`src/design/cms_defs.vh`:
```
`ifndef CMS_DEFS_VH
`define CMS_DEFS_VH
`define CMS_ADDR_STATUS 4'h0
`define CMS_ADDR_LOOPCTL 4'h4
`define CMS_ADDR_STACK 4'h8
`define CMS_BIT_RM 21
`define CMS_BIT_SM 20
`define CMS_BIT_CE 19
`define CMS_BIT_RSV 18
`define CMS_BIT_SA 17
`define CMS_BIT_FV 16
`define CMS_BIT_LF 15
`define CMS_BIT_DM 14
`define CMS_STATUS_RESET 24'h000000
`define CMS_WR_MASK 24'h3a4000
`define CMS_STACK_DEPTH 16
`define CMS_STACK_PTR_W 5
`endif

```
`src/design/cms_core_mode_status.v`:
```
// Behaviour
// Cache enable bit set turns on the cache controller, fetching from program RAM.
// Cache enable bit clear disables cache; fetch follows memory map.
// Software must not clear cache enable while burst enable is set.
// Software writes zero to reserved bit 18.
// Sixteen-bit bit set selects 16-bit arithmetic instead of 24-bit.
// Sixteen-bit data is right-aligned in 24-bit locations and registers.
// Endless-loop flag bit 16 sets when an endless loop starts.
// Endless-loop flag stacked on entry and restored on loop termination.
// Return from long interrupt pulls stack and restores endless-loop flag.
// Loop-active flag bit 15 enables loop end detection while looping.
// Loop-active flag stacked on loop entry, restored on termination.
// Return from long interrupt pulls stack and restores loop-active flag.
// Double-precision bit 14 set makes four MAC ops form 48x48 multiply.
// Clearing double-precision bit returns the four ops to normal.
// Software uses the four ops in that mode only for the algorithm.
// Software keeps second input low register unchanged during that algorithm.
// Rounding bit 21 clear selects convergent, set selects two's-complement.
// Saturation bit set saturates 48-bit MAC results at the 48-bit limit.
// Status bits 14 to 21, reserved included, reset to zero.
`timescale 1ns/1ps
`include "cms_defs.vh"
module cms_core_mode_status (
    // Clock and reset
    input wire clock,
    input wire rst_n,
    // Wishbone slave
    input wire wb_cyc_i,
    input wire wb_stb_i,
    input wire wb_we_i,
    input wire [3:0] wb_adr_i,
    input wire [3:0] wb_sel_i,
    input wire [31:0] wb_dat_i,
    output reg [31:0] wb_dat_o,
    output reg wb_ack_o,
    // Core sequencer events, same clock
    input wire loop_start,
    input wire endless_loop_start,
    input wire loop_end,
    input wire int_entry,
    input wire return_from_interrupt,
    input wire loop_end_hit,
    input wire burst_enable,
    // Mode, flag, loop-end detect and stack error outputs
    output reg cache_enable,
    output reg rounding_mode_select,
    output reg arith_saturation_mode,
    output reg sixteen_bit_arith_mode,
    output reg endless_loop_flag,
    output reg loop_active_flag,
    output reg double_precision_mode,
    output reg loop_end_detect,
    output reg stack_error
);
    reg [23:0] status_r;
    reg [23:0] status_nxt;
    reg [1:0] stack_mem [0:`CMS_STACK_DEPTH-1];
    reg [`CMS_STACK_PTR_W-1:0] sp_r;
    reg [`CMS_STACK_PTR_W-1:0] sp_nxt;
    reg ovf_r;
    reg [31:0] rd_nxt;
    wire wb_req = wb_cyc_i & wb_stb_i & ~wb_ack_o;
    wire wb_wr = wb_req & wb_we_i;
    wire st_wr = wb_wr & (wb_adr_i == `CMS_ADDR_STATUS);
    wire clr_wr = wb_wr & (wb_adr_i == `CMS_ADDR_LOOPCTL) & wb_sel_i[0] & wb_dat_i[0];
    wire push = loop_start | endless_loop_start | int_entry;
    wire pop = loop_end | return_from_interrupt;
    wire empty = (sp_r == {`CMS_STACK_PTR_W{1'b0}});
    wire full = (sp_r == 5'h10);
    wire [1:0] top = stack_mem[sp_r[3:0] - 4'h1];
    wire [23:0] wdat = {wb_sel_i[2] ? wb_dat_i[23:16] : status_r[23:16],
        wb_sel_i[1] ? wb_dat_i[15:8] : status_r[15:8], status_r[7:0]};

    always @* begin
        status_nxt = status_r;
        sp_nxt = sp_r;
        if (st_wr) begin
            // Reserved bit forced to zero
            status_nxt = (status_r & ~`CMS_WR_MASK) | (wdat & `CMS_WR_MASK);
        end
        if (pop && !empty) begin
            status_nxt[`CMS_BIT_FV] = top[1];
            status_nxt[`CMS_BIT_LF] = top[0];
            sp_nxt = sp_r - 5'h01;
        end else if (push && !pop && !full) begin
            sp_nxt = sp_r + 5'h01;
            if (loop_start | endless_loop_start)
                status_nxt[`CMS_BIT_LF] = 1'b1;
            if (endless_loop_start)
                status_nxt[`CMS_BIT_FV] = 1'b1;
        end
        status_nxt[`CMS_BIT_RSV] = 1'b0;
    end

    always @* begin
        rd_nxt = 32'h00000000;
        case (wb_adr_i)
            `CMS_ADDR_STATUS: rd_nxt = {8'h00, status_r};
            `CMS_ADDR_LOOPCTL: rd_nxt = {29'h00000000, ovf_r, full, empty};
            `CMS_ADDR_STACK: rd_nxt = {27'h0000000, sp_r};
            default: rd_nxt = 32'h00000000;
        endcase
    end

    always @(posedge clock) begin
        if (!rst_n) begin
            status_r <= `CMS_STATUS_RESET;
            sp_r <= {`CMS_STACK_PTR_W{1'b0}};
            ovf_r <= 1'b0;
            wb_ack_o <= 1'b0;
            wb_dat_o <= 32'h00000000;
            cache_enable <= 1'b0;
            rounding_mode_select <= 1'b0;
            arith_saturation_mode <= 1'b0;
            sixteen_bit_arith_mode <= 1'b0;
            endless_loop_flag <= 1'b0;
            loop_active_flag <= 1'b0;
            double_precision_mode <= 1'b0;
            loop_end_detect <= 1'b0;
            stack_error <= 1'b0;
        end else begin
            status_r <= status_nxt;
            sp_r <= sp_nxt;
            // Overflow sticky; a new error wins over the clear
            if ((push && !pop && full) || (pop && empty))
                ovf_r <= 1'b1;
            else if (clr_wr)
                ovf_r <= 1'b0;
            if (push && !pop && !full)
                stack_mem[sp_r[3:0]] <= {status_r[`CMS_BIT_FV], status_r[`CMS_BIT_LF]};
            wb_ack_o <= wb_req;
            wb_dat_o <= wb_req ? rd_nxt : 32'h00000000;
            cache_enable <= status_nxt[`CMS_BIT_CE];
            rounding_mode_select <= status_nxt[`CMS_BIT_RM];
            arith_saturation_mode <= status_nxt[`CMS_BIT_SM];
            sixteen_bit_arith_mode <= status_nxt[`CMS_BIT_SA];
            endless_loop_flag <= status_nxt[`CMS_BIT_FV];
            loop_active_flag <= status_nxt[`CMS_BIT_LF];
            double_precision_mode <= status_nxt[`CMS_BIT_DM];
            loop_end_detect <= status_r[`CMS_BIT_LF] & loop_end_hit;
            stack_error <= ovf_r;
        end
    end
endmodule // cms_core_mode_status

```
`config.mk`:
```
export PLATFORM = sky130hd
export DESIGN_NAME = cms_core_mode_status
export DESIGN_NICKNAME = d
export VERILOG_FILES = /design/src/design/cms_core_mode_status.v
export VERILOG_INCLUDE_DIRS = /design/src /design/src/design
export SDC_FILE = /design/constraint.sdc
export NUM_CORES = 1
export LEC_CHECK = 0
export BUFFER_PORTS_ARGS = -buffer_cell sky130_fd_sc_hd__buf_2
export CORE_MARGIN = 4
export CORE_UTILIZATION = 35
export CTS_CLUSTER_DIAMETER = 120
export CTS_CLUSTER_SIZE = 30
export DETAILED_ROUTE_END_ITERATION = 8
export SLEW_MARGIN = 20
export SYNTH_ARGS = -nofsm -noshare
export SYNTH_HDL_FRONTEND = slang
export SYNTH_SLANG_ARGS = --single-unit
```
`constraint.sdc`:
```
create_clock -name clock -period 2.8 [get_ports clock]
set_clock_uncertainty 0.1 [all_clocks]
set_input_delay 0.42 -clock clock [delete_from_list [all_inputs] [get_ports clock]]
set_output_delay 0.42 -clock clock [all_outputs]
set_load 0.005 [all_outputs]
```
==> summary.md, run 1 <==
| Metric | Value |
|---|---|
| Crit path DAT | `2580 ps` |
| Flop pwr share | `42.3%` |
| Setup crit end kind | `flip-flop` |
| Type of the worst min-delay path | `primary input to flip-flop` |
| # Max-Cap Violations | `0` |
| Antenna violations before repair | `0` |
| Share of the synthesized area in the top cell type | `34.8%` |
| Max Slew Vio Count | `0` |
| Internal power | `1.87 mW` |
| Hold path startpoint | `wb_dat_i[21]` |
| Routability cong. | `0.769` |
| Diodes inserted | `0` |
| Distinct cells, synth | `47` |
| ANT nets after route | `0` |
| Top cells by area, synth | `edfxtp_1 35%, dfxtp_1 20%, mux4_2 5.7%` |
| Clk sinks | `60` |
| Vias in the first global route | `1782` |
| Count leader, synth | `edfxtp_1` |
| Tmin final | `2410 ps` |
| Relative slew slack | `56.7%` |
| Status | `complete, no violations` |
| GRT overflow | `0` |
| Area of the die | `9360 um2` |
| Avg Cell Area, Syn | `12.4 um2` |
| Syn Inst Count | `222` |
| Die width | `96.8 um` |
| Routed vias/inst | `4.67` |
| CTS Root Cell | `clkbuf_8` |
| HPWL after DPL | `3960 um` |
| Synth top cells by count | `32 x edfxtp_1, 28 x dfxtp_1, 22 x nor2_1` |
| Setup violations, final | `0` |
| Slowest cell delay on critical path | `390 ps` |
| Initial Util | `35.9%` |
| Slew @ Worst Pin | `649 ps` |
| First-pass GRT wire length | `8850 um` |
| Site Rows | `32` |
| Post-CTS Setup Bufs | `0` |
| Num CTS Buffers | `9` |
| Most used cell, CP | `ha_1` |
| Max Clk Rate | `415 MHz` |
| Sw frac | `32.2%` |
| P&R area growth vs syn | `16.5%` |
| Reg-to-reg startpoint | `sp_r[1]` |
| Synthesized area | `2760 um2` |
| Synth Flop Type | `edfxtp_1` |
| Post-route setup TNS | `0 ps` |
| Clock share of power | `27.5%` |
| Hold-fix buffers at CTS | `0` |
| Net switching power | `0.888 mW` |
| #FFs+latches synth | `60` |
| DR DRC count | `0` |
| Via count | `1787` |
| Count of final hold-check violations | `0` |
| Port Buffers | `45` |
| WS Path Type | `flip-flop to flip-flop` |
| CP cell instances | `inv_1, ha_1, or3b_1, o21a_1, xnor2_1, ha_1, and3_1, a32oi_2, mux2i_1` |
| Worst VDD drop | `0.351 mV` |
| DRT iter0 DRCs | `62` |
| Design area | `3210 um2` |
| Combinational Power Share | `30.2%` |
| Core area | `7690 um2` |
| Area leader, netlist | `edfxtp_1` |
| Resized Gates After CTS | `0` |
| Wire length per cell | `14.0 um` |
| Routed wire length | `5360 um` |
| Worst-Skew Late Latency | `340 ps` |
| Num ports | `94` |
| Hold WS | `210 ps` |
| Die H | `96.8 um` |
| H-tree depth | `3` |
| CTS Buffer Depth | `2` |
| Share of post-route cells with drive strength above 1 | `28.5%` |
| CTS tree | `yes` |
| Final Power | `2.76 mW` |
| EDFF count, synth | `32` |
| Leakage power | `1.33 nW` |
| Syn. warnings | `0` |
| Layout Nets | `334` |
| Post-synth ARST share | `0%` |
| Drt pass-1 iters | `4` |
| RSZ-0062 raised after global routing | `false` |
| Largest net degree at the start of global routing | `21` |
| Slowest CP cell | `dfxtp_1` |
| Number of fill cells in the layout | `762` |
| Final period utilization | `86.1%` |
| PwrDens | `859 nW/um2` |
| Cell Area, Placed | `3020 um2` |
| Sequential-to-total area share from yosys stat | `55.2%` |
| CTS clock-pin slew for the worst setup and hold paths | `60 ps` |
| Req. time, crit path | `2970 ps` |
| CP max FO | `8` |
| GR Util All Layers | `12.1%` |
| Crit path from | `sp_r[1]` |
| CP startpoint kind | `flip-flop` |
logic make-up after synthesis:
kind of cell	after synthesis	synth area share [%]
flops	60	55.2
mux	18	10.3
simple gates	80	15.1
fa+ha+maj	6	2.72
other cells	1	0.136
buf+inv	32	8.39
compound gates	22	6.94
xor+xnor	3	1.23
power groups by stage:
| stage | registers (mW) | logic, mW | clock network, mW |
|---|---|---|---|
| after detailed placement | 1.19 | 0.837 | 0 |
| final | 1.17 | 0.833 | 0.759 |
| after global placement | 1.18 | 0.834 | 0 |
| after global routing | 1.18 | 0.929 | 0.821 |
| after floorplan | 1.13 | 0.703 | 0 |
| after CTS | 1.17 | 0.840 | 0.781 |
per-stage QoR:
stage	utilization [%]	cells	setup WS [ps]
6_report	41.8	383	390
2_1_floorplan	-	241	174
3_3_place_gp	39.3	367	385
3_5_place_dp	39.3	367	410
5_1_grt	41.8	383	226
4_1_cts	41.8	383	386
sequential cells by signal, summed over array words and instances (netlist names):
| name | count |
|---|---|
| loop_end_detect | 1 |
| ovf_r | 1 |
| rounding_mode_select | 1 |
| sp_r | 5 |
| stack_error | 1 |
| stack_mem | 32 |
| status_r | 6 |
| wb_ack_o | 1 |
| wb_dat_o | 12 |
worst paths after layout:
check	end	slack, ps	cells after the start
hold / removal	rounding_mode_select	210	3
setup reg to reg	sp_r[4]	390	9
hold reg to reg	wb_dat_o[21]	390	1
setup / recovery	sp_r[4]	390	9
layer usage:
metal | track usage, % | part of all wire (%)
met2 | 18.4 | 46
met5 | 0 | 0
met3 | 3.82 | 6.1
met4 | 6.48 | 2.4
met1 | 15.3 | 45
final cells by class:
type,count,area (um2),share of cell area (%)
Clock inverter,4,48.8,1.52
Timing Repair Buffer,52,278,8.65
Sequential cell,60,1520,47.4
Clock buffer,12,145,4.52
Multi-Input combinational cell,149,1080,33.5
Inverter,4,15.0,0.467
Tap cell,102,128,3.97
placed cells by master, fill, tap and decap left out, types with 2 or more instances in the layout:
| master | Yosys | routed |
|---|---|---|
| buf_2 | 1 | 45 |
| edfxtp_1 | 32 | 32 |
| dfxtp_1 | 28 | 28 |
| nor2_1 | 22 | 22 |
| conb_1 | 1 | 20 |
| mux2i_1 | 10 | 10 |
| clkbuf_8 | 2 | 10 |
| nor3_1 | 9 | 9 |
| nand2_1 | 8 | 8 |
| and3_1 | 8 | 8 |
| and2_1 | 8 | 8 |
| mux4_2 | 7 | 7 |
| buf_4 | 20 | 7 |
| nand3_1 | 6 | 6 |
| ha_1 | 6 | 6 |
| nand2b_1 | 5 | 5 |
| a21oi_1 | 5 | 5 |
| inv_1 | 3 | 3 |
| nor2b_1 | 3 | 3 |
| nand4_1 | 3 | 3 |
| xnor2_1 | 2 | 2 |
| nor4_1 | 2 | 2 |
| a22oi_1 | 2 | 2 |
| o21ai_0 | 2 | 2 |
| a2111oi_2 | 2 | 2 |
| clkbuf_1 | 3 | 2 |
worst max-delay path: cells and delay by family, from the launching register on:
| kind | cells | cell delay [ps] |
|---|---|---|
| simple gates | 2 | 580 |
| compound gates | 2 | 370 |
| buf+inv | 1 | 180 |
| flops | 1 | 390 |
| xor+xnor | 1 | 130 |
| fa+ha+maj | 2 | 390 |
| mux | 1 | 200 |
No activity file was read; power rests on OpenSTA's default activity.
==> inputs of run 2 (changes only) <==
CORE_UTILIZATION = 45   (was 35)
PLACE_DENSITY = 0.79   (was unset)
==> summary.md, run 2 (synthesized netlist as in run 1, its figures left out) <==
| Metric | Value |
|---|---|
| Reg-to-reg startpoint | `sp_r[1]` |
| Worst VDD drop | `0.431 mV` |
| Req. time, crit path | `2950 ps` |
| GR Util All Layers | `15.3%` |
| Diodes inserted | `0` |
| Placed Instances | `339` |
| Routed wire length | `5350 um` |
| Die width | `86.3 um` |
| Setup crit end kind | `flip-flop` |
| Post-CTS Setup Bufs | `0` |
| GRT overflow | `0` |
| PwrDens | `850 nW/um2` |
| Antenna violations before repair | `0` |
| Routability cong. | `0.820` |
| Final period utilization | `86.5%` |
| HPWL after DPL | `3870 um` |
| Site Rows | `28` |
| Final non-filler cell total | `355` |
| Worst path top cell family by delay | `simple AND/OR/NAND/NOR gates` |
| Most common cell after layout, fill and taps aside | `buf_2` |
| CP startpoint kind | `flip-flop` |
| Wire length per cell | `15.1 um` |
| # Max-Cap Violations | `0` |
| Type of the worst min-delay path | `primary input to flip-flop` |
| Number of fill cells in the layout | `512` |
| Largest net degree at the start of global routing | `21` |
| Slowest CP cell | `dfxtp_1` |
| Setup violations, final | `0` |
| ANT nets after route | `0` |
| CTS Root Cell | `clkbuf_8` |
| Most frequent cells in the layout | `45 x buf_2, 32 x edfxtp_1, 28 x dfxtp_1` |
| Hold path depth | `2` |
| Slowest cell delay on critical path | `390 ps` |
| Core area | `5920 um2` |
| Hold WS | `225 ps` |
| Hold-fix buffers at CTS | `0` |
| CTS Buffer Depth | `2` |
| Drt pass-1 iters | `4` |
| Area of the die | `7440 um2` |
| Die H | `86.3 um` |
| Most used cell, CP | `ha_1` |
| Worst-Skew Late Latency | `320 ps` |
| Num CTS Buffers | `9` |
| Crit path DAT | `2570 ps` |
| Relative slew slack | `56.1%` |
| CTS tree | `yes` |
| Tmin final | `2420 ps` |
| Resized Gates After CTS | `0` |
| Count of final hold-check violations | `0` |
| CP max FO | `8` |
| Final Util | `53.4%` |
| Slew @ Worst Pin | `658 ps` |
| WHS Endpoint | `loop_end_detect` |
| Leakage power | `1.33 nW` |
| Reg2reg path depth | `9` |
| CP bufs+invs | `1` |
| Max Slew Vio Count | `0` |
| P&R area growth vs syn | `14.7%` |
| CP cell instances | `inv_1, ha_1, or3b_1, o21a_1, xnor2_1, ha_1, and3_1, a32oi_2, mux2i_1` |
| Clk sinks | `60` |
| Vias in the first global route | `1904` |
| Reg2reg end | `sp_r[4]` |
| Layout Nets | `333` |
| RSZ-0062 raised after global routing | `false` |
| DR DRC count | `0` |
| WS Path Type | `flip-flop to flip-flop` |
| First-pass GRT wire length | `8690 um` |
| Num ports | `94` |
| Via count | `1820` |
| CTS clock-pin slew for the worst setup and hold paths | `70 ps` |
| Initial Util | `46.6%` |
| Max reg flops | `32` |
| H-tree depth | `3` |
| Hold path startpoint | `loop_end_hit` |
| Status | `complete, no violations` |
| Routed vias/inst | `5.13` |
| Post-route setup TNS | `0 ps` |
| Share of post-route cells with drive strength above 1 | `28.9%` |
| Port Buffers | `45` |
| DRT iter0 DRCs | `89` |
| Worst R2R Setup Slack | `380 ps` |
| Max Clk Rate | `413 MHz` |
-- run 2: cell count changes in the layout (fill, tap and decap cells not counted), sizes merged --
cell      delta
clkinv       +4
buf          -1
bufinv       -1
clkbuf       -1
clkinvlp     -1
inv          -1
-- run 2: how the worst max path moves through the flow --
stage                     slack [ps]  cells past startpoint  startpoint           end
after floorplan                  170                     11     sp_r[0]       sp_r[4]
after global placement           440                      6     sp_r[1]  status_r[16]
after detailed placement         410                      6     sp_r[1]  status_r[16]
after CTS                        390                      9     sp_r[1]       sp_r[4]
after global routing             190                      9     sp_r[1]       sp_r[4]
final                            380                      9     sp_r[1]       sp_r[4]
-- run 2: worst register-to-register path: stages (launching register included) --
cell and delay (ps):
dfxtp_1 390, inv_1 180, ha_1 180, or3b_1 390, o21a_1 210, xnor2_1 130, ha_1 210, and3_1 200
a32oi_2 160, mux2i_1 190
-- run 2: final cells by class --
type                    instances  area (um2)  area share, %
flip-flops and latches         60        1520           48.1
inverters                       4        15.0          0.474
clock inverters                 5        36.3           1.15
repair buffers                 51         270           8.54
multi-input cells             149        1080           34.0
well taps                      75        93.8           2.97
clock buffers                  11         151           4.78
-- run 2: metrics by stage --
step	power (mW)	setup WS, ps	area (um2)
floorplan	1.84	174	2830
global placement	1.98	442	2980
detailed placement	2.01	413	2980
CTS	2.71	392	3160
global route	2.85	189	3160
finish	2.69	379	3160
-- run 2: report_power, final --
| group | internal [mW] | switching (mW) |
|---|---|---|
| Sequential | 1.04 | 0.0989 |
| Clock | 0.370 | 0.334 |
| Combinational | 0.387 | 0.461 |
-- run 2: layer usage --
| metal | part of all wire, % | up-vias | GRT usage, % | wire [um] |
|---|---|---|---|---|
| met5 | 0 | - | 0 | 0 |
| met4 | 1.7 | 0 | 8.64 | 91 |
| met2 | 50 | 50 | 25.2 | 2690 |
| met3 | 5.6 | 6 | 4.66 | 300 |
| li1 | - | 882 | - | - |
| met1 | 42 | 882 | 17.6 | 2270 |
